===== config.mk =====
export PLATFORM = sky130hd
export DESIGN_NAME = rect_addr_ctrl
export DESIGN_NICKNAME = d
export VERILOG_FILES = /design/src/inc/rect_addr_pkg.sv /design/src/verilog/strap_sync.sv /design/src/verilog/rect_addr_ctrl.sv
export SDC_FILE = /design/constraint.sdc
export NUM_CORES = 1
export LEC_CHECK = 0
export BUFFER_PORTS_ARGS = -buffer_cell sky130_fd_sc_hd__buf_4
export CAP_MARGIN = 20
export CORE_ASPECT_RATIO = 0.9
export CORE_MARGIN = 2
export CORE_UTILIZATION = 47
export DETAILED_ROUTE_END_ITERATION = 7
export HOLD_SLACK_MARGIN = 0.03
export PLACE_DENSITY = 0.64
export SKIP_LAST_GASP = 1
export SLEW_MARGIN = 0
export SYNTH_ARGS = -nofsm -noshare
export SYNTH_HDL_FRONTEND = slang
export SYNTH_SLANG_ARGS = --single-unit

===== constraint.sdc =====
create_clock -name ref_clk_i -period 5.7 [get_ports ref_clk_i]
set_input_delay 0.285 -clock ref_clk_i [delete_from_list [all_inputs] [get_ports ref_clk_i]]
set_output_delay 0.285 -clock ref_clk_i [all_outputs]
set_load 0.01 [all_outputs]

===== src/inc/rect_addr_pkg.sv =====
// Constants shared by the rectifier address and output control logic.
package rect_addr_pkg;
  // APB register byte offsets.
  localparam logic [11:0] OFS_VOUT_CMD = 12'h000;
  localparam logic [11:0] OFS_STATUS = 12'h004;
  localparam logic [11:0] OFS_POSITION = 12'h008;
  localparam logic [11:0] OFS_EVENT = 12'h00C;
  localparam logic [11:0] OFS_IDENT = 12'h010;
  // Identity word, value is arbitrary.
  localparam logic [31:0] IDENT_VALUE = 32'h0000_A5A5;
  // Status register field positions.
  localparam int ST_MD_MODE = 0;
  localparam int ST_ADDR_OK = 1;
  localparam int ST_MAIN_ON = 2;
  localparam int ST_FW_OWNS = 3;
  localparam int ST_VOUT_DFLT = 4;
  localparam int ST_BAD_CMD = 5;
  localparam int ST_ADDR_LSB = 8;
  // Position register field positions.
  localparam int POS_UNIT_LSB = 0;
  localparam int POS_RACK_LSB = 4;
  localparam int POS_SLOT_LSB = 8;
  localparam int POS_SHELF_LSB = 12;
  // Event register bit: invalid command seen, write one to clear.
  localparam int EV_BAD_CMD = 0;
  // Level codes: 8 bits, 3.3 V full scale for the 3.3 V strap inputs.
  // Unit and slot: ten positions, code at or above the first entry is invalid.
  localparam logic [79:0] UNIT_TH = {8'hF3, 8'hDB, 8'hC2, 8'hA8, 8'h8F,
                                     8'h75, 8'h5C, 8'h42, 8'h29, 8'h0E};
  // Rack: eight positions from 3.3 V down to 0 V.
  localparam logic [55:0] RACK_TH = {8'hEC, 8'hC5, 8'h9E, 8'h7C, 8'h5D,
                                     8'h3A, 8'h13};
  // Slot position that means tied to main return.
  localparam logic [3:0] SLOT_TIED = 4'hA;
  // Shelf code is 20 codes (about 0.26 V) per step; windows of shelf one to ten.
  localparam logic [79:0] SHELF_MIN = {8'hBF, 8'hAB, 8'h98, 8'h85, 8'h72,
                                       8'h5F, 8'h4C, 8'h3C, 8'h26, 8'h13};
  localparam logic [79:0] SHELF_MAX = {8'hD2, 8'hBC, 8'hA8, 8'h93, 8'h7E,
                                       8'h69, 8'h54, 8'h3C, 8'h2A, 8'h15};
  // Programming pin code above 3 V selects the default voltage.
  localparam logic [7:0] VPROG_DFLT_TH = 8'hE7;
  localparam logic [7:0] VOUT_DEFAULT = 8'h80;
  // Serial address: upper bits and broadcast value.
  localparam logic [2:0] SER_ADDR_TOP = 3'h4;
  localparam logic [6:0] BCAST_ADDR = 7'h00;
endpackage : rect_addr_pkg


===== src/verilog/strap_sync.sv =====
// Three-stage synchroniser that passes a value once stages two and three agree.
module strap_sync #(
  parameter int W = 8
) (
  // Clock, reset and enable.
  input wire logic ref_clk_i,
  input wire logic rst_b_i,
  input wire logic ce_i,
  // Raw and filtered values.
  input wire logic [W-1:0] raw_i,
  output logic [W-1:0] filt_o
);
  typedef struct packed {
    logic [W-1:0] s1;
    logic [W-1:0] s2;
    logic [W-1:0] s3;
    logic [W-1:0] q;
  } sync_st_t;

  sync_st_t st;
  sync_st_t next_st;

  // The first stage feeds only the second; the output moves on agreement.
  always_comb begin
    next_st = st;
    next_st.s1 = raw_i;
    next_st.s2 = st.s1;
    next_st.s3 = st.s2;
    if (st.s2 == st.s3) begin
      next_st.q = st.s3;
    end
  end

  // State register, frozen while the enable is low.
  always_ff @(posedge ref_clk_i or negedge rst_b_i) begin
    if (!rst_b_i) begin
      st <= '0;
    end else if (ce_i) begin
      st <= next_st;
    end
  end

  assign filt_o = st.q;
endmodule : strap_sync


===== src/verilog/rect_addr_ctrl.sv =====
// Strap decoding, bus address matching and main output control.
//
// Functional notes
// - Answer 100 plus address bits, and broadcast zero.
// - Protocol strap selects serial or multi-drop.
// - Rack level quantised to eight positions.
// - Address bits from unit and rack table.
// - Unit and slot: ten positions, 3.3V invalid.
// - Shelf identified by ten tolerance windows.
// - Multi-drop address is bay, slot, shelf.
// - Bay identity reuses decoded unit position.
// - Slot tied to return is second interlock in serial mode; multi-drop needs any valid slot.
// - Broadcast write acts; broadcast read flags invalid.
// - Every serial-mode unit acknowledges broadcast ninth bit.
// - Pin sets voltage until software command executes.
// - Bias power cycle restores pin control.
// - Pin above 3V selects default voltage.
// - Serial mode: output on only with on/off low.
// - Release of interlock, or of on/off in serial mode, turns off.
// - Multi-drop mode ignores the on/off input.
// - Output stays off unless interlock is connected.
module rect_addr_ctrl (
  // Clock, reset and enable.
  input wire logic ref_clk_i,
  input wire logic rst_b_i,
  input wire logic ce_i,
  // Digitised strap levels.
  input wire logic [7:0] unit_position_input_i,
  input wire logic [7:0] rack_position_input_i,
  input wire logic [7:0] slot_position_input_i,
  input wire logic [7:0] shelf_position_input_i,
  input wire logic [7:0] vprog_level_i,
  // Digital control pins.
  input wire logic protocol_resistor_i,
  input wire logic on_off_b_i,
  input wire logic interlock_b_i,
  // Received address byte from the serial engine.
  input wire logic [7:0] addr_byte_i,
  input wire logic addr_stb_i,
  // APB slave.
  input wire logic psel_i,
  input wire logic penable_i,
  input wire logic pwrite_i,
  input wire logic [11:0] paddr_i,
  input wire logic [31:0] pwdata_i,
  output logic [31:0] prdata_o,
  output logic pready_o,
  output logic pslverr_o,
  // Serial address answer.
  output logic addr_ack_o,
  output logic bcast_write_o,
  // Output control and identity.
  output logic main_on_o,
  output logic [7:0] vout_setting_o,
  output logic [11:0] multidrop_addr_o
);
  typedef struct packed {
    logic [3:0] unit_pos;
    logic [3:0] rack_pos;
    logic [3:0] slot_pos;
    logic [3:0] shelf_pos;
    logic md_mode;
    logic addr_ok;
    logic [3:0] addr;
    logic main_on;
    logic fw_owns;
    logic [7:0] fw_vout;
    logic [7:0] vout;
    logic vout_dflt;
    logic bad_cmd;
    logic ack;
    logic bcast_wr;
    logic pready;
    logic pslverr;
    logic [31:0] prdata;
  } ctrl_st_t;

  ctrl_st_t st;
  ctrl_st_t next_st;
  logic [39:0] lvl_s;
  logic [2:0] pin_s;
  logic [7:0] unit_s;
  logic [7:0] rack_s;
  logic [7:0] slot_s;
  logic [7:0] shelf_s;
  logic [7:0] vprog_s;
  logic proto_s;
  logic onoff_b_s;
  logic ilock_b_s;
  logic apb_done;
  logic [4:0] map;
  logic [31:0] status_w;
  logic [31:0] pos_w;

  ////////////////////////////////////////////////////////////////////////////
  // Input synchronisers.

  // Strap levels and pins come from outside the clock domain.
  strap_sync #(.W(40)) u_lvl_sync (
    .ref_clk_i(ref_clk_i),
    .rst_b_i(rst_b_i),
    .ce_i(ce_i),
    .raw_i({unit_position_input_i, rack_position_input_i, slot_position_input_i,
            shelf_position_input_i, vprog_level_i}),
    .filt_o(lvl_s)
  );

  strap_sync #(.W(3)) u_pin_sync (
    .ref_clk_i(ref_clk_i),
    .rst_b_i(rst_b_i),
    .ce_i(ce_i),
    .raw_i({protocol_resistor_i, on_off_b_i, interlock_b_i}),
    .filt_o(pin_s)
  );

  // Split the filtered vectors.
  assign {unit_s, rack_s, slot_s, shelf_s, vprog_s} = lvl_s;
  assign {proto_s, onoff_b_s, ilock_b_s} = pin_s;

  ////////////////////////////////////////////////////////////////////////////
  // Decode functions.

  // Counts thresholds that the code lies below; used for three inputs.
  function automatic logic [3:0] below_count(input logic [7:0] code,
                                             input logic [79:0] th,
                                             input int n);
    logic [3:0] cnt;
    cnt = 4'h0;
    for (int k = 0; k < n; k++) begin
      if (code < th[8*k +: 8]) begin
        cnt = cnt + 4'h1;
      end
    end
    return cnt;
  endfunction : below_count

  // Finds the shelf window holding the code; zero when none does.
  function automatic logic [3:0] shelf_of(input logic [7:0] code);
    logic [3:0] pos;
    pos = 4'h0;
    for (int k = 0; k < 10; k++) begin
      if (code >= rect_addr_pkg::SHELF_MIN[8*k +: 8] &&
          code <= rect_addr_pkg::SHELF_MAX[8*k +: 8]) begin
        pos = 4'(k + 1);
      end
    end
    return pos;
  endfunction : shelf_of

  // Maps unit and rack positions to {valid, address bits}.
  function automatic logic [4:0] addr_of(input logic [3:0] unit,
                                         input logic [3:0] rack);
    logic [4:0] res;
    logic [5:0] seq;
    res = 5'h00;
    seq = 6'h00;
    if (rack >= 4'h1 && rack <= 4'h4 && unit >= 4'h1 && unit <= 4'h4) begin
      res = {1'h1, 2'(rack - 4'h1), 2'(unit - 4'h1)};
    end else if (rack >= 4'h6 && rack <= 4'h8 && unit >= 4'h1 && unit <= 4'h5) begin
      seq = 6'((rack - 4'h6) * 4'h5) + 6'(unit - 4'h1);
      res = {1'h1, seq[3:0]};
    end
    return res;
  endfunction : addr_of

  ////////////////////////////////////////////////////////////////////////////
  // Register views.

  assign map = addr_of(st.unit_pos, st.rack_pos);
  assign apb_done = psel_i && penable_i && st.pready;

  // Status and position words read over the bus.
  always_comb begin
    status_w = 32'h0000_0000;
    status_w[rect_addr_pkg::ST_MD_MODE] = st.md_mode;
    status_w[rect_addr_pkg::ST_ADDR_OK] = st.addr_ok;
    status_w[rect_addr_pkg::ST_MAIN_ON] = st.main_on;
    status_w[rect_addr_pkg::ST_FW_OWNS] = st.fw_owns;
    status_w[rect_addr_pkg::ST_VOUT_DFLT] = st.vout_dflt;
    status_w[rect_addr_pkg::ST_BAD_CMD] = st.bad_cmd;
    status_w[rect_addr_pkg::ST_ADDR_LSB +: 4] = st.addr;
    pos_w = 32'h0000_0000;
    pos_w[rect_addr_pkg::POS_UNIT_LSB +: 4] = st.unit_pos;
    pos_w[rect_addr_pkg::POS_RACK_LSB +: 4] = st.rack_pos;
    pos_w[rect_addr_pkg::POS_SLOT_LSB +: 4] = st.slot_pos;
    pos_w[rect_addr_pkg::POS_SHELF_LSB +: 4] = st.shelf_pos;
  end

  ////////////////////////////////////////////////////////////////////////////
  // Next-state logic.

  always_comb begin
    next_st = st;
    next_st.ack = 1'h0;
    next_st.bcast_wr = 1'h0;
    // Position decode of every strap.
    next_st.unit_pos = below_count(unit_s, rect_addr_pkg::UNIT_TH, 10);
    next_st.slot_pos = below_count(slot_s, rect_addr_pkg::UNIT_TH, 10);
    next_st.rack_pos = below_count(rack_s, {24'h00_0000, rect_addr_pkg::RACK_TH}, 7)
                       + 4'h1;
    next_st.shelf_pos = shelf_of(shelf_s);
    next_st.md_mode = proto_s;
    next_st.addr_ok = map[4];
    next_st.addr = map[3:0];
    // Output on needs interlock and slot; on/off counts in serial mode only.
    if (st.md_mode) begin
      next_st.main_on = !ilock_b_s && st.slot_pos != 4'h0;
    end else begin
      next_st.main_on = !ilock_b_s && !onoff_b_s &&
                        st.slot_pos == rect_addr_pkg::SLOT_TIED;
    end
    // Voltage source: software once it has spoken, else the pin.
    next_st.vout_dflt = !st.fw_owns && vprog_s > rect_addr_pkg::VPROG_DFLT_TH;
    if (st.fw_owns) begin
      next_st.vout = st.fw_vout;
    end else if (vprog_s > rect_addr_pkg::VPROG_DFLT_TH) begin
      next_st.vout = rect_addr_pkg::VOUT_DEFAULT;
    end else begin
      next_st.vout = vprog_s;
    end
    // Serial address match, only in serial-bus mode.
    if (addr_stb_i && !st.md_mode) begin
      if (addr_byte_i[7:1] == rect_addr_pkg::BCAST_ADDR) begin
        next_st.ack = 1'h1;
        next_st.bcast_wr = !addr_byte_i[0];
      end else if (st.addr_ok && addr_byte_i[7:5] == rect_addr_pkg::SER_ADDR_TOP &&
                   addr_byte_i[4:1] == st.addr) begin
        next_st.ack = 1'h1;
      end
    end
    // APB: answer one cycle into the access phase.
    next_st.pready = psel_i && penable_i && !st.pready;
    next_st.pslverr = 1'h0;
    next_st.prdata = 32'h0000_0000;
    if (psel_i && penable_i && !st.pready) begin
      case (paddr_i)
        rect_addr_pkg::OFS_VOUT_CMD: next_st.prdata = {24'h000000, st.fw_vout};
        rect_addr_pkg::OFS_STATUS: next_st.prdata = status_w;
        rect_addr_pkg::OFS_POSITION: next_st.prdata = pos_w;
        rect_addr_pkg::OFS_EVENT: next_st.prdata = {31'h0, st.bad_cmd};
        rect_addr_pkg::OFS_IDENT: next_st.prdata = rect_addr_pkg::IDENT_VALUE;
        default: next_st.pslverr = 1'h1;
      endcase
    end
    // Writes take effect at the completing edge.
    if (apb_done && pwrite_i) begin
      if (paddr_i == rect_addr_pkg::OFS_VOUT_CMD) begin
        next_st.fw_vout = pwdata_i[7:0];
        next_st.fw_owns = 1'h1;
      end
      if (paddr_i == rect_addr_pkg::OFS_EVENT && pwdata_i[rect_addr_pkg::EV_BAD_CMD]) begin
        next_st.bad_cmd = 1'h0;
      end
    end
    // A broadcast read sets the flag, winning over a clear.
    if (addr_stb_i && !st.md_mode && addr_byte_i == {rect_addr_pkg::BCAST_ADDR, 1'h1}) begin
      next_st.bad_cmd = 1'h1;
    end
  end

  ////////////////////////////////////////////////////////////////////////////
  // State register.

  // Reset is the controller bias cycle; it returns voltage to the pin.
  always_ff @(posedge ref_clk_i or negedge rst_b_i) begin
    if (!rst_b_i) begin
      st <= '0;
    end else if (ce_i) begin
      st <= next_st;
    end
  end

  // Outputs straight from the state register.
  assign prdata_o = st.prdata;
  assign pready_o = st.pready;
  assign pslverr_o = st.pslverr;
  assign addr_ack_o = st.ack;
  assign bcast_write_o = st.bcast_wr;
  assign main_on_o = st.main_on;
  assign vout_setting_o = st.vout;
  assign multidrop_addr_o = {st.unit_pos, st.slot_pos, st.shelf_pos};
endmodule : rect_addr_ctrl


Word-level counts from Yosys, hierarchy flattened
Index checks and enable logic that the tools add are counted.
Storage, ports and cells
  register bits after elaboration: 250
  bits of input ports: 102
  output and inout bits: 57
  logic and storage cells: 219
Operators by class
  add/subtract/negate cells: 30
  $mul: 1
  magnitude comparators: 55
  eq/ne operators: 10
  mux-type cells: 52
  reductions and logical operators: 45
Operator list (number)
  two-way mux 4 bit: 33
  < comparator 8 bit, second input constant: 13
  adder 4 x 1 -> 4 bit, second input constant: 25
  one-hot mux 16 bit (5 select lines): 1
  < comparator 8 x 7 -> 1 bit, second input constant: 8
  equality test 40 bit: 1
  two-way mux 33 bit: 1
  >= comparator 8 bit, second input constant: 4
  <= comparator 8 bit, second input constant: 4
  logical AND 1 bit: 29
  equality test 12 x 4 -> 1 bit, second input constant: 2
  >= comparator 8 x 7 -> 1 bit, second input constant: 3
  <= comparator 8 x 7 -> 1 bit, second input constant: 3
  < comparator 8 x 6 -> 1 bit, second input constant: 3
  >= comparator 8 x 6 -> 1 bit, second input constant: 2
  <= comparator 8 x 6 -> 1 bit, second input constant: 2
  < comparator 8 x 4 -> 1 bit, second input constant: 2
  two-way mux 8 bit: 2
  equality test 12 x 3 -> 1 bit, second input constant: 1
  equality test 12 x 5 -> 1 bit, second input constant: 1
  <= comparator 4 x 3 -> 1 bit, second input constant: 3
  logical NOT 12 bit: 1
  two-way mux 1 bit: 12
  two-way mux 5 bit: 2
  other kinds (25): 35

Longest topological paths before layout
  depth in word-level cells: 20
  mapped depth: 34
  mapped depth without buffers: 33

Hierarchy
From an unflattened synthesis, not the netlist that was laid out.
Second synthesis, totals
  cell total of the unflattened synthesis: 1220
  area total of the unflattened synthesis: 13618.1 um^2
By module, submodules not included
  strap_sync at u_lvl_sync: instances 1, cells an instance 436, area each 6817.8 um^2, sequential area each 4003.8 um^2
  rect_addr_ctrl: instances 1, cells an instance 752, area each 6302.3 um^2, sequential area each 1551.5 um^2
  strap_sync at u_pin_sync: instances 1, cells an instance 32, area each 498.0 um^2, sequential area each 300.3 um^2

Worst setup path after synthesis
No wires, ideal clock.
  path type: reg-to-reg
  from: register u_lvl_sync.st (netlist bit u_lvl_sync.filt_o[22])
  to: register st (netlist bit multidrop_addr_o[6])
  library setup time: 137 ps
  data arrival time: 4843 ps
  required time: 5563 ps
  setup slack: 720 ps
  cell stages (with the launch flop): 32
  buffers on the path: 1
  clock period less this slack: 4980 ps
  cells stage by stage: dfrtp_1 buf_1 nor2_1 and3_1 ha_1 o21ai_0 a31oi_1 nor3_2 inv_1 ha_1 nand2_1 o31ai_1 ha_1 nand2_1 o41ai_1 ha_1 nand2_1 nand2_1 ha_1 nand2_1 o21ai_0 ha_1 nand2_1 o21ai_0 ha_1 inv_1 mux2i_1 ha_1 nand2b_1 xor2_1 xnor2_1 a21oi_1
Between the ends
  word-level cells in the longest chain between the ends: 20
  elaborated cells on any way between the ends: 29
  those cells by class: add/sub (9); order compare (10); mux (10)
RTL lines
  start, declared: RTL line strap_sync.sv:20  | sync_st_t st;
  start signal, assigned: RTL line strap_sync.sv:39  | st <= next_st;
  < comparator 8 x 4 -> 1 bit: RTL line rect_addr_ctrl.sv:130  | if (code < th[8*k +: 8]) begin
  two-way mux 1 bit: RTL line rect_addr_ctrl.sv:130
  adder 4 x 1 -> 4 bit: RTL line rect_addr_ctrl.sv:131  | cnt = cnt + 4'h1;
  two-way mux 4 bit: RTL line rect_addr_ctrl.sv:130
  adder 4 x 1 -> 4 bit: RTL line rect_addr_ctrl.sv:131
  two-way mux 4 bit: RTL line rect_addr_ctrl.sv:130
  adder 4 x 1 -> 4 bit: RTL line rect_addr_ctrl.sv:131
  two-way mux 4 bit: RTL line rect_addr_ctrl.sv:130
  [... 4 more ...]
  adder 4 x 1 -> 4 bit: RTL line rect_addr_ctrl.sv:131
  two-way mux 4 bit: RTL line rect_addr_ctrl.sv:130
  adder 4 x 1 -> 4 bit: RTL line rect_addr_ctrl.sv:131
  two-way mux 4 bit: RTL line rect_addr_ctrl.sv:130
  adder 4 x 1 -> 4 bit: RTL line rect_addr_ctrl.sv:131
  two-way mux 4 bit: RTL line rect_addr_ctrl.sv:130
  adder 4 x 1 -> 4 bit: RTL line rect_addr_ctrl.sv:131
  two-way mux 4 bit (*): RTL line rect_addr_ctrl.sv:130
  end signal, assigned: RTL line rect_addr_ctrl.sv:269  | st <= next_st;
  end, declared: RTL line rect_addr_ctrl.sv:78  | ctrl_st_t st;
Every way passes the cells marked *; elsewhere a longest branch is shown, timed or not.
A chain may end at the register's enable or synchronous reset.

Worst setup path after layout
  from: register u_lvl_sync.st (netlist bit u_lvl_sync.filt_o[34])
  to: register st (netlist bit multidrop_addr_o[11])
Same word-level chain as after synthesis.

==> impl_results.md <==
- Number of global-route vias before repair: 8,706
- CTS tree: built
- Fmax achieved: 187.0 MHz
- CP Capture Type: register
- Post-route DRC violation count: 0
- Initial antenna violation count: 0
- Latest clock arrival within the worst-skew pair: 0.55 ns
- Largest stage delay on the critical path: 0.48 ns
- Pwr/cell area: around 270 mW/mm²
- Layout overhead on the synthesized area: 17.03%
- Sw power: 0.001045 W
- Routed wire per std cell: 16.43 µm
- FF-to-FF Start: u_lvl_sync.filt_o[34]$_DFFE_PN0P_
- Flop pwr share: 47.7%
- Gr usage total: 18.62%
- Total CTS buffers: 26
- GPL Wtd Cong: about 0.8
- Total grt overflow: 0
- Reg clk slew, reported paths: about 0.06 ns
- CP max stage cell: dfrtp_2
- YS warnings: 0
- Final min period: 5.347 ns
- Die W: 179.9 µm
- Fin. Hold Viols: 0
- Ports: about 160
- Clock network power share: 40.1%
- Number of flops mapped to enable cells by yosys: 0
- Drt via density: roughly 5.4
- Sequential standard cell area: ~0.0059 mm²
- Status: finished clean
- Pin slew with the least headroom to its limit: 1.031 ns
- Pins Over Slew Limit: 0
- Row cnt: 57
- Clock Skews: ~0.027 ns
- DP HPWL: roughly 19 mm
- Syn Inst Count: 1,175
- Share of layout cells above drive strength 1: 30.17%
- CP cell instances: o31a_2, o21ai_0, nand2_1, inv_1, ha_2, o21ai_0, a31oi_1, a311oi_2, xnor2_2, ha_1, nor3_2, xnor2_1, a21oi_2, ha_1, nor2b_1, a311oi_1, a211oi_1, ha_1, o21ai_0, xnor3_1, xnor2_2, a32oi_2, a31o_1, a31oi_1
- Buffers on Ports: 118
- CP required: 6.15 ns
- Setup crit start: u_lvl_sync.filt_o[34]$_DFFE_PN0P_
- Crit path buf inv count: 1
- Critical Path Start Type: register
- Worst slew margin: between 30% and 40%
- Multi-input logic area: ~0.0065 mm²
- Hold crit path type: in2reg
- CTS max path bufs: 3
- Routed Wire Length: 27.27 mm
- Fillers: around 2,300
- Post-synth top area cell: dfrtp_1
- Static leakage: 6.801 nW
- Initial DRC Count: 544
- Total Power: 0.004140 W
- Pin count of the biggest net entering global routing: between 100 and 150
- Num Clock Sinks: 234
- Via Count: 8,959
- Area contributors post-synth: dfrtp_1, mux2_2, xnor2_1
- Synth Flop Type: dfrtp_1
- Final nets: 1,427
- Drt first pass iters: 5
- Crit Path Max Fanout: 11
- First-pass GRT wire length: 45.02 mm
- Final setup violating endpoints: 0
- Tcrit/Tclk final: 93.81%
- ANT cells: 0
- Setup TNS: 0 ns
- Core ar.: 0.02717 mm²
- Non-Filler Instances: 1,660
- CP delay by family, top: compound AO/OA/AOI/OAI gates
- Ys async rst share: 100.0%
- Die Span Y: 162.3 µm
- Start point of the worst min-delay path: addr_byte_i[6]
- Critical path type: reg2reg
- Hold WS: 0.05401 ns
- Sw Share: 25.23%
- H-tree levels: 1
- DP Cell Count: 1,557
- Avg Cell Area, Syn: 11.13 µm²
- Maximum vdd drop: between 0.0002 and 0.00025 V
- Comb power frac: around an eighth
- Crit path DAT: 5.80 ns
- Internal Power: 0.003096 W
- Root Buffer: clkbuf_16
- Mapped Area: 0.01308 mm²
- Flip-flop and latch count after synthesis: around 230
- Reg2reg setup slack: 0.35 ns
- Sequential area share after synthesis: 44.76%
- DRT antenna net count: 0
- Synth cell types: 89
- Die area: 0.02919 mm²
- Starting Density: between 40% and 50%
- Max Cap Violations: 0
- Synth top area share: 44.76%
- RSZ-0062 raised after global routing: yes
worst register-to-register path: cells and delay by family (launching register included):
kind,cells,cell delay (ns)
AO/OA/AOI/OAI,12,2.08
XOR/XNOR,4,1.04
adder cells (fa/ha/maj),4,1.14
buffers and inverters,1,0.08
flip-flops,1,0.48
AND/OR/NAND/NOR,3,0.45
power groups by stage:
stage                     Clock [W]  Combinational (W)  Sequential [W]
after detailed placement          0           0.000479         0.00201
final                       0.00166           0.000502         0.00198
after global routing        0.00178           0.000554         0.00200
after floorplan                   0           0.000332         0.00196
after global placement            0           0.000470         0.00200
after CTS                   0.00171           0.000511         0.00198
registers in the layout, summed over array words and instances (netlist names):
name                count
addr_ack_o              1
bcast_write_o           1
main_on_o               1
multidrop_addr_o       12
pos_w                   4
prdata_o               16
pready_o                1
pslverr_o               1
st                     17
u_lvl_sync.filt_o      40
u_lvl_sync.next_st     80
u_lvl_sync.st          40
u_pin_sync.filt_o       3
u_pin_sync.next_st      6
u_pin_sync.st           3
vout_setting_o          8
kinds of logic after synthesis:
group           after synthesis  synth area share, %
simple gates                246                9.307
flops                       234                44.76
compound gates              207                10.67
mux                         198                16.96
buf+inv                     152                6.648
xor+xnor                     98                7.719
fa+ha+maj                    39                3.902
other cells                   1              0.02867
synthesized netlist by cell type (27+ instances only):
| master | instances |
|---|---|
| o21ai_0 | 38 |
| xnor2_1 | 68 |
| nand3_1 | 27 |
| clkbuf_1 | 36 |
| ha_1 | 36 |
| a21oi_1 | 60 |
| dfrtp_1 | 234 |
| inv_1 | 36 |
| mux2_2 | 189 |
| nand2_1 | 68 |
| nor2_1 | 65 |
| buf_4 | 54 |
metal layers:
layer	global-route usage, %	vias to the layer above	routed length [µm]
met4	4.361	0	542
met3	2.130	39	838
li1	-	4339	-
met1	26.96	4429	13150
met2	30.15	152	12740
met5	0	-	0
layout by cell type, fill, tap and decap left out, types with 9 or more instances in the layout:
cell type      Yosys  routed
o21ai_0           38      38
inv_1             36      36
mux2_2           189     189
mux2i_1            9       9
ha_1              36      35
nand2b_1           9       9
nand2_1           68      68
nand4_1           15      15
nand3_1           27      26
xor2_1            17      16
a31oi_1           10      10
nor3_1            14      12
and3_1             9       9
conb_1             1      16
xnor2_1           68      67
a22o_1            10      10
buf_4             54     126
dlygate4sd3_1      0      53
clkbuf_16          0      26
a21oi_1           60      59
dfrtp_1          234     232
nor2_1            65      65
stage by stage:
stage / instance area, µm² / utilization (%) / setup slack [ns]
after floorplan: 13140 / - / 0.7199
after global placement: 13840 / 50.92 / 0.3933
after detailed placement: 13860 / 51.02 / 0.2606
final: 15310 / 56.34 / 0.3529
after global routing: 15310 / 56.34 / -0.01378
after CTS: 15260 / 56.15 / 0.2099
final cells by class:
| type | count | share of cell area, % |
|---|---|---|
| multi-input combinational | 804 | 42.17 |
| sequential | 234 | 38.27 |
| timing repair buffer | 183 | 10.13 |
| clock buffer | 35 | 4.667 |
| tap | 354 | 2.893 |
| clock inverter | 13 | 0.9645 |
| inverter | 37 | 0.9072 |
path summary, 6_finish.rpt:
kind / depth (start not counted) / to
worst max-delay path: 24 / multidrop_addr_o[11]$_DFFE_PN0P_
worst min-delay path: 4 / addr_ack_o$_DFFE_PN0P_
worst max register to register: 24 / multidrop_addr_o[11]$_DFFE_PN0P_
worst min register to register: 1 / u_lvl_sync.next_st[72]$_DFFE_PN0P_
max in group asynchronous: 3 / u_lvl_sync.filt_o[18]$_DFFE_PN0P_
min in group asynchronous: 2 / prdata_o[3]$_DFFE_PN0P_
repair_timing:
item | in CTS | in global routing
endpoints found under the hold margin | 147 | 0
resized for setup | 0 | 8
setup buffers | 0 | 2
setup endpoints to repair | 0 | 4
hold buffers | 53 | 0
(Power assumes the default switching activity.)
